File: src/rtl/asr_pkg.sv
/*
 * Shared constants and types of the asynchronous serial receiver.
 * Assumes a 250 MHz system clock and a 32-bit AXI4-Lite register bus.
 */
package asr_pkg;
	// =====================================================================
	// Register map (byte addresses)
	localparam logic [7:0] OFF_CTRL = 8'h00;
	localparam logic [7:0] OFF_BAUD = 8'h04;
	localparam logic [7:0] OFF_DATA = 8'h08;
	localparam logic [7:0] OFF_FLAG = 8'h0c;
	localparam logic [7:0] OFF_IEN = 8'h10;
	localparam logic [7:0] OFF_ICTL = 8'h14;

	// =====================================================================
	// Field positions
	localparam int CTRL_EN = 0;
	localparam int CTRL_NINE = 1;
	localparam int FLAG_PEND = 0;
	localparam int FLAG_OVR = 1;
	localparam int FLAG_FE = 2;
	localparam int FLAG_CNT = 4;
	localparam int IEN_RX = 0;
	localparam int ICTL_PERIPH = 0;
	localparam int ICTL_GLOBAL = 1;
	localparam int DATA_FE = 9;

	// =====================================================================
	// Reset values, bus answers and timing
	localparam logic [15:0] BAUD_RESET = 16'h0001;
	localparam logic [1:0] RESP_OKAY = 2'h0;
	localparam logic [1:0] RESP_SLVERR = 2'h2;
	localparam logic [3:0] VOTE_FIRST = 4'h7;
	localparam logic [3:0] VOTE_LAST = 4'h9;
	localparam logic [3:0] BITS_EIGHT = 4'h8;
	localparam logic [3:0] BITS_NINE = 4'h9;
	localparam logic [1:0] FIFO_DEPTH = 2'h2;

	// =====================================================================
	// Types
	typedef enum logic [1:0] {RX_IDLE, RX_START, RX_DATA, RX_STOP} asr_rx_state_type;

	typedef struct packed {
		logic aw_full;
		logic [7:0] aw_addr;
		logic w_full;
		logic [31:0] w_data;
		logic [3:0] w_strb;
		logic bvalid;
		logic [1:0] bresp;
		logic rvalid;
		logic [31:0] rdata;
		logic [1:0] rresp;
	} asr_bus_type;

	typedef struct packed {
		logic rx_meta;
		logic rx_sync;
		logic rx_prev;
		asr_rx_state_type rx_state;
		logic [15:0] bcnt;
		logic [3:0] sub;
		logic [3:0] bitcnt;
		logic [1:0] votes;
		logic [8:0] rx_shift_reg;
	} asr_line_type;
endpackage

File: src/rtl/asr_receiver.sv
/*
 * Asynchronous serial receiver with a two-entry receive FIFO, AXI4-Lite
 * registers and one level interrupt output.
 * Assumes rx_pin is asynchronous to clk and idles high; the AXI master
 * keeps one write and one read outstanding at most.
 */
// The implementer's own choices: register access over AXI4-Lite and the register offsets.
// Notes on behaviour
// - In idle, only a falling edge on the line starts a character.
// - Wait half a bit, then check the start bit is still low.
// - High at start midpoint: abandon silently and watch for a new edge.
// - Step one bit period per bit, majority vote, shift into shift register.
// - Repeat bit sampling until the configured eight or nine bits are in.
// - One bit later sample stop; a low stop marks a framing error.
// - Completed character enters the FIFO and pending flag rises.
// - Reading the data register returns and removes the oldest character.
// - While overrun is set, no new character is accepted.
// - Pending is high when enabled and the FIFO holds a character.
// - Pending is read-only; it follows FIFO occupancy and the receive enable.
// - Interrupt needs peripheral and global enables plus pending with receive enable, or an unmasked overrun or framing flag.
// - Pending reflects occupancy whatever the interrupt enables are.
// - Bit recovery runs on a sixteen-times baud tick; shift once per bit.
// - The FIFO holds two complete characters.
// - Frame: low start, eight or nine data bits LSB first, high stop.
// - First data bit received lands in bit zero.
module asr_receiver (
	input wire logic clk, // System clock
	input wire logic sys_rst, // Synchronous reset, active high
	input wire logic rx_pin, // Serial receive line
	input wire logic [7:0] s_axi_awaddr, // Write address
	input wire logic s_axi_awvalid, // Write address valid
	output logic s_axi_awready, // Write address ready
	input wire logic [31:0] s_axi_wdata, // Write data
	input wire logic [3:0] s_axi_wstrb, // Write byte strobes
	input wire logic s_axi_wvalid, // Write data valid
	output logic s_axi_wready, // Write data ready
	output logic [1:0] s_axi_bresp, // Write response
	output logic s_axi_bvalid, // Write response valid
	input wire logic s_axi_bready, // Write response ready
	input wire logic [7:0] s_axi_araddr, // Read address
	input wire logic s_axi_arvalid, // Read address valid
	output logic s_axi_arready, // Read address ready
	output logic [31:0] s_axi_rdata, // Read data
	output logic [1:0] s_axi_rresp, // Read response
	output logic s_axi_rvalid, // Read data valid
	input wire logic s_axi_rready, // Read data ready
	output logic irq // Level interrupt
);
	// =====================================================================
	// State
	typedef struct packed {
		asr_pkg::asr_bus_type bus;
		asr_pkg::asr_line_type ln;
		logic rx_enable;
		logic nine_bits;
		logic [15:0] divisor;
		logic rx_irq_enable;
		logic ovr_mask;
		logic fe_mask;
		logic periph_irq_enable;
		logic global_irq_enable;
		logic overrun;
		logic fe_event;
		logic [1:0][9:0] fifo;
		logic [1:0] count;
		logic rd_ptr;
	} asr_state_type;

	asr_state_type st;
	asr_state_type next_st;
	logic tick;
	logic decide;
	logic vote;
	logic fall;
	logic rx_pending_flag;
	logic ar_hs;
	logic pop;
	logic push_try;
	logic push;
	logic do_write;
	logic [9:0] char_word;
	logic [31:0] rd_word;
	logic [1:0] rd_resp;

	// =====================================================================
	// Combinational helpers
	// Oversampling tick at divisor+1 clocks, sixteen per bit
	assign tick = (st.ln.bcnt >= st.divisor);
	assign decide = tick && (st.ln.sub == asr_pkg::VOTE_LAST);
	// Two of three samples win
	assign vote = (st.ln.votes[0] & st.ln.votes[1]) | (st.ln.votes[0] & st.ln.rx_sync)
		| (st.ln.votes[1] & st.ln.rx_sync);
	assign fall = st.ln.rx_prev && !st.ln.rx_sync;
	assign rx_pending_flag = st.rx_enable && (st.count != 2'h0);
	assign ar_hs = s_axi_arvalid && !st.bus.rvalid;
	assign pop = ar_hs && (s_axi_araddr == asr_pkg::OFF_DATA) && (st.count != 2'h0);
	assign push_try = (st.ln.rx_state == asr_pkg::RX_STOP) && decide;
	// Overrun blocks all further characters; full FIFO without a pop drops it
	assign push = push_try && !st.overrun
		&& ((st.count != asr_pkg::FIFO_DEPTH) || pop);
	assign do_write = st.bus.aw_full && st.bus.w_full && !st.bus.bvalid;
	// Eight-bit characters sit in the top of the shift register
	assign char_word = {!vote, st.nine_bits ? st.ln.rx_shift_reg
		: {1'b0, st.ln.rx_shift_reg[8:1]}};

	// Handshake outputs
	assign s_axi_awready = !st.bus.aw_full;
	assign s_axi_wready = !st.bus.w_full;
	assign s_axi_arready = !st.bus.rvalid;
	assign s_axi_bvalid = st.bus.bvalid;
	assign s_axi_bresp = st.bus.bresp;
	assign s_axi_rvalid = st.bus.rvalid;
	assign s_axi_rdata = st.bus.rdata;
	assign s_axi_rresp = st.bus.rresp;
	// Global and peripheral enables and one enabled or unmasked source
	assign irq = st.global_irq_enable && st.periph_irq_enable
		&& ((st.rx_irq_enable && rx_pending_flag) || (st.ovr_mask && st.overrun)
		|| (st.fe_mask && st.fe_event));

	// Read multiplexer
	always_comb begin
		rd_word = 32'h0000_0000;
		rd_resp = asr_pkg::RESP_OKAY;
		case (s_axi_araddr)
			asr_pkg::OFF_CTRL: begin
				rd_word[asr_pkg::CTRL_EN] = st.rx_enable;
				rd_word[asr_pkg::CTRL_NINE] = st.nine_bits;
			end
			asr_pkg::OFF_BAUD: rd_word[15:0] = st.divisor;
			asr_pkg::OFF_DATA: begin
				if (st.count != 2'h0) begin
					rd_word[9:0] = st.fifo[st.rd_ptr];
				end
			end
			asr_pkg::OFF_FLAG: begin
				rd_word[asr_pkg::FLAG_PEND] = rx_pending_flag;
				rd_word[asr_pkg::FLAG_OVR] = st.overrun;
				rd_word[asr_pkg::FLAG_FE] = st.fe_event;
				rd_word[asr_pkg::FLAG_CNT +: 2] = st.count;
			end
			asr_pkg::OFF_IEN: begin
				rd_word[asr_pkg::IEN_RX] = st.rx_irq_enable;
				rd_word[asr_pkg::FLAG_OVR] = st.ovr_mask;
				rd_word[asr_pkg::FLAG_FE] = st.fe_mask;
			end
			asr_pkg::OFF_ICTL: begin
				rd_word[asr_pkg::ICTL_PERIPH] = st.periph_irq_enable;
				rd_word[asr_pkg::ICTL_GLOBAL] = st.global_irq_enable;
			end
			default: rd_resp = asr_pkg::RESP_SLVERR;
		endcase
	end

	// =====================================================================
	// Next state
	always_comb begin
		next_st = st;
		// Line synchroniser and edge memory
		next_st.ln.rx_meta = rx_pin;
		next_st.ln.rx_sync = st.ln.rx_meta;
		next_st.ln.rx_prev = st.ln.rx_sync;
		next_st.ln.bcnt = tick ? 16'h0000 : st.ln.bcnt + 16'h0001;
		if (tick) begin
			next_st.ln.sub = st.ln.sub + 4'h1;
			if (st.ln.sub == asr_pkg::VOTE_FIRST) begin
				next_st.ln.votes[0] = st.ln.rx_sync;
			end
			if (st.ln.sub == asr_pkg::VOTE_FIRST + 4'h1) begin
				next_st.ln.votes[1] = st.ln.rx_sync;
			end
		end
		// Bit recovery
		case (st.ln.rx_state)
			asr_pkg::RX_IDLE: begin
				if (st.rx_enable && fall) begin
					next_st.ln.rx_state = asr_pkg::RX_START;
					next_st.ln.bcnt = 16'h0000;
					next_st.ln.sub = 4'h0;
					next_st.ln.bitcnt = 4'h0;
				end
			end
			asr_pkg::RX_START: begin
				if (decide) begin
					next_st.ln.rx_state = vote ? asr_pkg::RX_IDLE : asr_pkg::RX_DATA;
				end
			end
			asr_pkg::RX_DATA: begin
				if (decide) begin
					next_st.ln.rx_shift_reg = {vote, st.ln.rx_shift_reg[8:1]};
					next_st.ln.bitcnt = st.ln.bitcnt + 4'h1;
					if (st.ln.bitcnt + 4'h1 >= (st.nine_bits ? asr_pkg::BITS_NINE
						: asr_pkg::BITS_EIGHT)) begin
						next_st.ln.rx_state = asr_pkg::RX_STOP;
					end
				end
			end
			asr_pkg::RX_STOP: begin
				if (decide) begin
					next_st.ln.rx_state = asr_pkg::RX_IDLE;
				end
			end
			default: next_st.ln.rx_state = asr_pkg::RX_IDLE;
		endcase
		if (!st.rx_enable) begin
			next_st.ln.rx_state = asr_pkg::RX_IDLE;
		end

		// FIFO pop on data read, push on completed character
		if (pop) begin
			next_st.rd_ptr = !st.rd_ptr;
		end
		if (push) begin
			next_st.fifo[st.rd_ptr ^ st.count[0]] = char_word;
		end
		next_st.count = st.count + {1'b0, push} - {1'b0, pop};

		// Bus write channel
		if (s_axi_awvalid && !st.bus.aw_full) begin
			next_st.bus.aw_full = 1'b1;
			next_st.bus.aw_addr = s_axi_awaddr;
		end
		if (s_axi_wvalid && !st.bus.w_full) begin
			next_st.bus.w_full = 1'b1;
			next_st.bus.w_data = s_axi_wdata;
			next_st.bus.w_strb = s_axi_wstrb;
		end
		if (st.bus.bvalid && s_axi_bready) begin
			next_st.bus.bvalid = 1'b0;
		end
		if (do_write) begin
			next_st.bus.aw_full = 1'b0;
			next_st.bus.w_full = 1'b0;
			next_st.bus.bvalid = 1'b1;
			next_st.bus.bresp = asr_pkg::RESP_OKAY;
			case (st.bus.aw_addr)
				asr_pkg::OFF_CTRL: begin
					if (st.bus.w_strb[0]) begin
						next_st.rx_enable = st.bus.w_data[asr_pkg::CTRL_EN];
						next_st.nine_bits = st.bus.w_data[asr_pkg::CTRL_NINE];
					end
				end
				asr_pkg::OFF_BAUD: begin
					if (st.bus.w_strb[0]) begin
						next_st.divisor[7:0] = st.bus.w_data[7:0];
					end
					if (st.bus.w_strb[1]) begin
						next_st.divisor[15:8] = st.bus.w_data[15:8];
					end
				end
				asr_pkg::OFF_DATA: ;
				asr_pkg::OFF_FLAG: begin
					// Pending and count bits ignore writes; overrun and framing clear on a one
					if (st.bus.w_strb[0]) begin
						if (st.bus.w_data[asr_pkg::FLAG_OVR]) begin
							next_st.overrun = 1'b0;
						end
						if (st.bus.w_data[asr_pkg::FLAG_FE]) begin
							next_st.fe_event = 1'b0;
						end
					end
				end
				asr_pkg::OFF_IEN: begin
					if (st.bus.w_strb[0]) begin
						next_st.rx_irq_enable = st.bus.w_data[asr_pkg::IEN_RX];
						next_st.ovr_mask = st.bus.w_data[asr_pkg::FLAG_OVR];
						next_st.fe_mask = st.bus.w_data[asr_pkg::FLAG_FE];
					end
				end
				asr_pkg::OFF_ICTL: begin
					if (st.bus.w_strb[0]) begin
						next_st.periph_irq_enable = st.bus.w_data[asr_pkg::ICTL_PERIPH];
						next_st.global_irq_enable = st.bus.w_data[asr_pkg::ICTL_GLOBAL];
					end
				end
				default: next_st.bus.bresp = asr_pkg::RESP_SLVERR;
			endcase
		end
		// Hardware events set after the clear so the set wins
		if (push_try && !push) begin
			next_st.overrun = 1'b1;
		end
		if (push && !vote) begin
			next_st.fe_event = 1'b1;
		end

		// Bus read channel
		if (st.bus.rvalid && s_axi_rready) begin
			next_st.bus.rvalid = 1'b0;
		end
		if (ar_hs) begin
			next_st.bus.rvalid = 1'b1;
			next_st.bus.rdata = rd_word;
			next_st.bus.rresp = rd_resp;
		end
	end

	// Register the whole state
	always_ff @(posedge clk) begin
		if (sys_rst) begin
			st <= '0;
			st.ln.rx_meta <= 1'b1;
			st.ln.rx_sync <= 1'b1;
			st.ln.rx_prev <= 1'b1;
			st.divisor <= asr_pkg::BAUD_RESET;
		end else begin
			st <= next_st;
		end
	end
endmodule

File: config.mk
export PLATFORM = sky130hd
export DESIGN_NAME = asr_receiver
export DESIGN_NICKNAME = d
export VERILOG_FILES = /design/src/rtl/asr_pkg.sv /design/src/rtl/asr_receiver.sv
export SDC_FILE = /design/constraint.sdc
export NUM_CORES = 1
export LEC_CHECK = 0
export ABC_AREA = 1
export BUFFER_PORTS_ARGS = -buffer_cell sky130_fd_sc_hd__buf_2
export CORE_MARGIN = 4
export CORE_UTILIZATION = 40
export DETAILED_ROUTE_END_ITERATION = 12
export PLACE_DENSITY = 0.6
export SYNTH_ARGS = -nofsm -noshare
export SYNTH_HDL_FRONTEND = slang
export SYNTH_SLANG_ARGS = --single-unit
File: constraint.sdc
create_clock -name clk -period 3.6 [get_ports clk]
set_input_delay 0.18 -clock clk [delete_from_list [all_inputs] [get_ports clk]]
set_output_delay 0.18 -clock clk [all_outputs]
set_load 0.05 [all_outputs]
; After elaboration in Yosys (flattened, before gate mapping)
; Index checks and enable logic that the tools add are counted.
; W data, S select, Z words.
[word_totals]
ff_bits = 138
output_inout_bits = 42
elab_cells = 180
[classes]
n_addsub = 5
order_cmp = 5
eq_ne = 22
n_mux = 39
bitwise_logic = 7
reduce_logical = 67
[ops]
columns = cell, count
row1 = $mux W10, 4
row2 = $mux W35, 1
row3 = $eq A8 B4 Y1 const B, 4
row4 = $eq A8 B5 Y1 const B, 4
row5 = $mux W26, 1
row6 = $logic_and A1 B1 Y1, 24
row7 = $reduce_bool A2 Y1, 12
row8 = $bwmux W20, 1
row9 = $mux W2, 10
row10 = $mux W20, 1
row11 = $reduce_and A3 Y1, 6
row12 = $add A16 B1 Y16 const B, 1
row13 = $eq A8 B3 Y1 const B, 2
row14 = $ge A16 B16 Y1, 1
row15 = $logic_not A8 Y1, 2
row16 = $mux W16, 1
row17 = $pmux W4 S2, 2
row18 = $ne A2 B2 Y1 const B, 6
row19 = $pmux W2 S6, 1
row20 = $reduce_or A6 Y1, 2
row21 = $demux W10 S1, 1
row22 = $logic_not A1 Y1, 9
row23 = $mux W9, 1
row24 = $add A4 B1 Y4 const B, 2
row25 = other kinds (27), 46

; Logic depth before layout (Yosys ltp)
; Gate-level depths: netlist of the first run.
[depth]
word_depth = 10
ltp_mapped = 22
ltp_nobuf = 21

; Worst setup path before layout of the first run
; Ideal clock, no wire load.
[synth_timing]
path_kind = reg2reg
startpoint = register st, in the netlist s_axi_rvalid
endpoint = register st[2] (netlist name)
arrival_ns = 2.316
setup_slack_ns = 1.171
path_stages_with_launch = 17
path_buffers = 1
synth_period_minus_slack_ns = 2.429
path_cell_list = dfxtp_1 > inv_2 > nand2_1 > inv_2 > nand2_2 > inv_2 > nor3_2 > nor2_4 > buf_6 > nand2_1 > nand2_1 > ha_1 > xor2_1 > inv_1 > nand2_1 > nand2_1 > nor2_1
[synth_via]
elab_chain_cells = 8
[synth_lines]
columns = item, line_no
row1 = "start, declared", asr_receiver.sv:69  ; asr_state_type st;
row2 = "start signal, assigned", asr_receiver.sv:306  ; st <= next_st;
row3 = $logic_not A1 Y1 (*), n/a
row4 = named net s_axi_arready, asr_receiver.sv:42  ; output logic s_axi_arready,
row5 = $logic_and A1 B1 Y1 (*), asr_receiver.sv:95  ; assign ar_hs = s_axi_arvalid && !st.bus.rvalid;
row6 = $logic_and A1 B1 Y1 (*) (2 in series), asr_receiver.sv:96  ; assign pop = ar_hs && (s_axi_araddr == asr_pkg::OFF_DATA) && (st.count != 2'h0);
row7 = $logic_or A1 B1 Y1, asr_receiver.sv:100  ; && ((st.count != asr_pkg::FIFO_DEPTH) || pop);
row8 = $logic_and A1 B1 Y1, asr_receiver.sv:100
row9 = $add A2 B1 Y2, asr_receiver.sv:215  ; next_st.count = st.count + {1'b0, push} - {1'b0, pop};
row10 = $sub A2 B1 Y2 (*), asr_receiver.sv:215
; The timed path passes the listed nets; every way through them passes the cells marked *.
; A chain may end at the register's enable or synchronous reset.

; Final worst setup path of the first run
[layout_timing]
startpoint = register st[39] (netlist name)
endpoint = register st[55] (netlist name)
[layout_via]
elab_chain_cells = 3
[layout_lines]
columns = item, line_no
row1 = $ge A16 B16 Y1, asr_receiver.sv:88  ; assign tick = (st.ln.bcnt >= st.divisor);
row2 = $logic_and A1 B1 Y1, asr_receiver.sv:89  ; assign decide = tick && (st.ln.sub == asr_pkg::VOTE_LAST);
row3 = $reduce_and A2 Y1 (no line), n/a
; No other way between the ends.

==> results of run 1 <==
-- per-layer routing --
layer  track usage [%]  wire length [µm]  vias to the layer above
li1                  -                 -                     2934
met1              23.9              7510                     2369
met2              24.8              6180                      109
met3              4.61               812                       15
met4              5.82               196                        0
met5                 0                 0                        -
-- layout by cell type (no fill, tap or decap), drive strengths merged, types with 4 or more instances in the layout --
cell type,Yosys,final
conb,1,18
a211oi,5,5
ha,23,23
nand2,119,119
o2111ai,7,7
o21a,4,4
xnor2,7,7
nand4,11,11
or2,11,11
clkbuf,23,19
nand3,35,35
bufinv,0,4
dfxtp,136,136
o211ai,14,14
buf,48,69
a21oi,103,103
nor2,109,109
o21ai,79,79
inv,103,107
nor3,14,14
xor2,7,7
dlygate4sd3,0,14
-- flip-flops by register name, indices dropped and copies added, names as in the netlist, named ones only --
signal,cells
next_st,2
s_axi_bresp,1
st,113
s_axi_rresp,1
s_axi_rdata,16
s_axi_bvalid,1
s_axi_rvalid,1
-- layout make-up --
type	instances	share of cell area, %
multi-input combinational	581	40.3
sequential	136	36.0
timing repair buffer	83	6.56
clock buffer	19	5.86
inverter	103	5.12
tap	216	3.58
clock inverter	13	2.53
-- power groups by stage --
| stage | clock, mW | sequential [mW] | combinational, mW |
|---|---|---|---|
| floorplan | 0 | 1.62 | 0.336 |
| CTS | 1.92 | 1.59 | 0.433 |
| global placement | 0 | 1.63 | 0.419 |
| global route | 1.99 | 1.60 | 0.497 |
| detailed placement | 0 | 1.63 | 0.419 |
| finish | 1.87 | 1.59 | 0.430 |
-- final timing paths --
path,from,to,cells past startpoint
min,s_axi_awaddr[5],st[168]$_SDFFE_PP0P_,3
max reg2reg,st[39]$_SDFFE_PP0P_,st[55]$_SDFFE_PP0P_,11
max,st[39]$_SDFFE_PP0P_,st[55]$_SDFFE_PP0P_,11
min reg2reg,next_st[86]$_SDFF_PP1_,next_st[85]$_SDFF_PP1_,1
-- metrics by stage --
stage / util [%] / setup slack (ns) / total power [mW]
floorplan: - / 1.17 / 1.96
global placement: 42.5 / 1.13 / 2.04
detailed placement: 42.5 / 1.11 / 2.05
CTS: 47.4 / 1.10 / 3.94
global route: 47.4 / 0.764 / 4.09
finish: 47.4 / 1.14 / 3.90
-- worst reg2reg max path: stages (launching register included) --
cell and delay, ns:
dfxtp_1 0.39, inv_1 0.07, ha_1 0.30, a21oi_1 0.06, o21ai_0 0.17, a21oi_1 0.10, nand2_2 0.18, nand2_1 0.14
nor2_2 0.58, inv_1 0.15, o21ai_0 0.18, a21oi_1 0.05
-- kinds of logic after synthesis --
group                    Yosys count  share of synthesized area (%)
AO/OA/AOI/OAI                    219                           18.4
XOR/XNOR                          14                           1.88
adder cells (fa/ha/maj)           23                           4.40
buffers and inverters            174                           12.7
flip-flops                       136                           41.7
other                              1                         0.0574
AND/OR/NAND/NOR                  307                           20.9
-- repair_timing --
item / in CTS / in global routing
setup buffers: 0 / 0
hold buffers: 14 / 0
hold endpoints to repair: 14 / 0
==> run summary, run 1 <==
Pins Over Slew Limit: 0
area of the multi-input gates: 0.00305 mm²
Pwr Density: 516 mW/mm²
Post-DRT Antenna Nets: 0
pin count of the biggest net entering global routing: 57
Max stage delay on crit path: 0.58 ns
area leader, netlist: dfxtp_1
RSZ-0062 raised after global routing: false
slowest CP cell: nor2_2
worst path bufs/invs: 2
LEAKAGE: 3.12 nW
worst hold slack: 0.0352 ns
hold crit path type: input port to register
Worst Setup Path Type: register to register
Comb pwr share: 11.0%
area of the core: 0.0159 mm²
relative slew slack: 43.2%
vias per std cell: 4.72
final WL: 14,700 µm
Synth Cell Area: 0.00653 mm²
fillers: 1,649
Fmax: 0.406 GHz
setup_tns: 0 ns
Synth area leaders: dfxtp_1 (42%), a21oi_1 (7.8%), nand2_1 (6.7%)
status: finished clean
vias in the first global route: 5,022
final hold vios: 0
net load switching power: 1.03 mW
Final period util: 68.4%
synth cell count leaders: dfxtp_1 (136), nand2_1 (116), nor2_1 (104)
sequential element share of the synthesized area: 41.7%
total clock sinks: 136
Cells after Synth: 874
Nets: 1,005
FF-to-FF setup slack: 1.14 ns
synthesized flop and latch total: 136
final setup skew: 0.00772 ns
Non-Filler Instances: 1,151
setup violators final: 0
max cap viols: 0
crit end category: register
CTS tree: built
Placer Congestion: 0.829
count leader, synth: dfxtp_1
Max clock buf depth: 2
Max H-tree Level: 4
drc violations: 0
Sw Ratio: 26.5%
initial antenna violation count: 0
antenna cells: 0
number of synthesized flops with an enable pin: 0
first-pass GRT wire length: 24,700 µm
Crit path required time: 3.92 ns
Post-DP Area: 0.00678 mm²
post_cts resized: 0
Worst Path Arrival: 2.78 ns
synth-to-layout area growth: 15.6%
wire length per cell: 12.8 µm
ys flop type: dfxtp_1
Crit path top cell by count: a21oi_1
VDD IR-drop max: 0.327 mV
I/O pins: 102
Total GRT Usage: 16.9%
clock share of power: 48.1%
Least-Margin Pin Slew: 0.850 ns
Ys Warns: 0
DR pass1 iterations: 4
CP Max Fanout: 22
critical path startpoint category: register
critical path cell sequence: inv_1, ha_1, a21oi_1, o21ai_0, a21oi_1, nand2_2, nand2_1, nor2_2, inv_1, o21ai_0, a21oi_1
cell family with most CP delay: simple AND/OR/NAND/NOR gates
Die Span Y: 136 µm
internal power: 2.86 mW
die area: 0.0184 mm²
input/output buffers: 65
min cycle time layout: 2.46 ns
share of the synthesized area in the top cell type: 41.7%
fraction of synthesis flops using an asynchronous set or reset pin: 0%
share of cells above drive strength 1: 13.9%
Avg Cell Area, Syn: 7.48 µm²
design area: 0.00756 mm²
via total after detailed routing: 5,427
Clock transition at path regs: 0.06 ns
Initial Util: 41.0%
CTS Buf Count: 17
clock root cell: clkbuf_16
DPL Wire Length: 10,300 µm
cell count after placement: 1,105
Synth cell types: 43
DR iter-0 viols: 342
register area: 0.00272 mm²
grt total ovfl: 0
Die X: 136 µm
Reg power frac: 40.9%
FP Rows: 46
clk_lat worst skew: 0.43 ns
Note: power is estimated with default switching activity, not from simulation.
==> run 2, diff against run 1 <==
==> constraint.sdc (replaced) <==
create_clock -name clk -period 2.4 [get_ports clk]
set_input_delay 0.12 -clock clk [delete_from_list [all_inputs] [get_ports clk]]
set_output_delay 0.12 -clock clk [all_outputs]
set_load 0.05 [all_outputs]
==> run 2 against run 1 <==
  * Wire length rose by 7.0%
  * Highest routed layer unchanged
  * Clock skew shrank 0.0024 ns
  * Count of clock-buffer cells in the layout rose by 4
  * Largest power group unchanged
==> run summary, run 2 (synthesized netlist as in run 1, its figures left out) <==
clock share of power: 44.2%
setup violators final: 0
final WL: 15,700 µm
LEAKAGE: 3.32 nW
die area: 0.0184 mm²
vias per std cell: 4.81
Non-Filler Instances: 1,191
I/O pins: 102
Placer Congestion: 0.830
Worst Path Arrival: 2.58 ns
via total after detailed routing: 5,731
commonest non-fill, non-tap cell in the layout: dfxtp_1
DR iter-0 viols: 302
status: finished clean
net load switching power: 1.49 mW
cell family with most CP delay: simple AND/OR/NAND/NOR gates
Util after Layout: 50.1%
Clock transition at path regs: 0.05 ns
Post-DRT Antenna Nets: 0
wire length per cell: 13.2 µm
Max H-tree Level: 4
CTS Buf Count: 17
FP Rows: 46
CTS tree: built
routed length on met3: 757 µm
clk_lat worst skew: 0.41 ns
critical path cell sequence: inv_1, ha_1, nand2_1, nor2_1, nor2_1, nand2_1, nand2_1, nand2_1, nand2_1, nand2_2, nand4_1, nor2_4, nand2_1, nand2_1, ha_2, xor2_1, inv_1, nand2_1, nand2_1, nor2_1
slowest CP cell: dfxtp_2
RSZ-0062 raised after global routing: true
Pins Over Slew Limit: 0
Worst Setup Path Type: register to register
Reg power frac: 41.9%
final setup skew: 0.00531 ns
relative slew slack: 47.0%
Initial Util: 41.0%
met2 routed WL: 6930 µm
Fmax: 0.447 GHz
M1 WL: 7900 µm
Max clock buf depth: 2
worst hold start: s_axi_wdata[10]
vias in the first global route: 5,061
FF-to-FF setup slack: 0.16 ns
setup_tns: 0 ns
share of cells above drive strength 1: 18.7%
Crit path top cell by count: nand2_1
clock root cell: clkbuf_16
cell count after placement: 1,129
critical path startpoint category: register
max FFs per register: 113
input/output buffers: 65
internal power: 4.23 mW
area of the core: 0.0159 mm²
DPL Wire Length: 10,800 µm
grt total ovfl: 0
min cycle time layout: 2.24 ns
R2R cell count: 20
antenna cells: 0
commonest cells after routing, fill and taps aside: dfxtp_1 (123), nand2_1 (114), nor2_1 (104)
Max stage delay on crit path: 0.34 ns
Final period util: 93.3%
VDD IR-drop max: 0.495 mV
Comb pwr share: 13.8%
Total GRT Usage: 17.1%
Die X: 136 µm
FF-to-FF End: st[2]$_SDFF_PP0_
Least-Margin Pin Slew: 0.794 ns
first-pass GRT wire length: 25,100 µm
worst path bufs/invs: 2
max layer used: met4
design area: 0.00799 mm²
crit end category: register
Crit path required time: 2.74 ns
total power: 5.72 mW
synth-to-layout area growth: 22.3%
DR pass1 iterations: 7
Die Span Y: 136 µm
Sw Ratio: 26.0%
Worst Hold Path EP: st[140]$_SDFFE_PP0P_
Worst Setup SP: st[67]$_SDFF_PP0_
Post-DP Area: 0.00700 mm²
Reg with most FFs: st
max cap viols: 0
initial antenna violation count: 0
Nets: 1,046
hold path cells: 3
pin count of the biggest net entering global routing: 89
final hold vios: 0
reg2reg start: st[67]$_SDFF_PP0_
hold crit path type: input port to register
Pwr Density: 716 mW/mm²
total clock sinks: 136
drc violations: 0
CP Max Fanout: 3
==> run 2: changes by cell type in the layout (fill, tap and decap cells not counted), sizes merged <==
cell / before / now
clkinvlp: 3 / 1
clkbuf: 19 / 23
buf: 69 / 95
clkinv: 2 / 5
inv: 107 / 103
bufinv: 4 / 2
dlygate4sd3: 14 / 29
==> run 2: tightest hold or removal path: stages <==
cell and delay (ns):
buf_2 0.08, o21ai_0 0.07, a21oi_1 0.11
==> run 2: per-stage QoR <==
stage,worst slack (ns),hold WS (ns)
final,0.161,0.0139
after global routing,-0.0630,0.0151
after CTS,0.151,0.00176
after detailed placement,0.172,0.310
after global placement,0.182,0.304
after floorplan,0.154,0.224
==> run 2: routing by layer <==
layer / global-route usage [%] / up-vias
met1: 24.8 / 2588
met2: 24.9 / 123
met3: 4.72 / 8
met4: 4.87 / 0
met5: 0 / -
li1: - / 3012
==> run 2: worst max path at each step <==
stage | end | slack [ns] | cells after the start
3_3_place_gp | st[2]$_SDFF_PP0_ | 0.18 | 15
3_5_place_dp | st[2]$_SDFF_PP0_ | 0.17 | 15
2_1_floorplan | st[2]$_SDFF_PP0_ | 0.15 | 20
6_report | st[2]$_SDFF_PP0_ | 0.16 | 20
4_1_cts | st[2]$_SDFF_PP0_ | 0.15 | 15
5_1_grt | st[2]$_SDFF_PP0_ | -0.06 | 15
==> run 2: layout make-up <==
type	instances	area [µm²]
clock inverter	8	96.3
timing repair buffer	124	878
multi-input combinational	581	3140
clock buffer	23	478
tap	216	270
sequential	136	2740
fill	1581	7950
inverter	103	387
==> run 2: repair_timing <==
action,4_1_cts,5_1_grt
hold endpoints to repair,29,0
setup endpoints to repair,0,4
setup buffers,0,2
hold buffers,29,0
resized for setup,0,29
==> run 2: power groups by stage <==
stage / clock network [mW] / registers (mW) / logic [mW]
2_1_floorplan: 0 / 2.43 / 0.504
3_3_place_gp: 0 / 2.44 / 0.715
3_5_place_dp: 0 / 2.44 / 0.725
4_1_cts: 2.59 / 2.39 / 0.764
5_1_grt: 2.70 / 2.41 / 0.880
6_report: 2.53 / 2.40 / 0.790
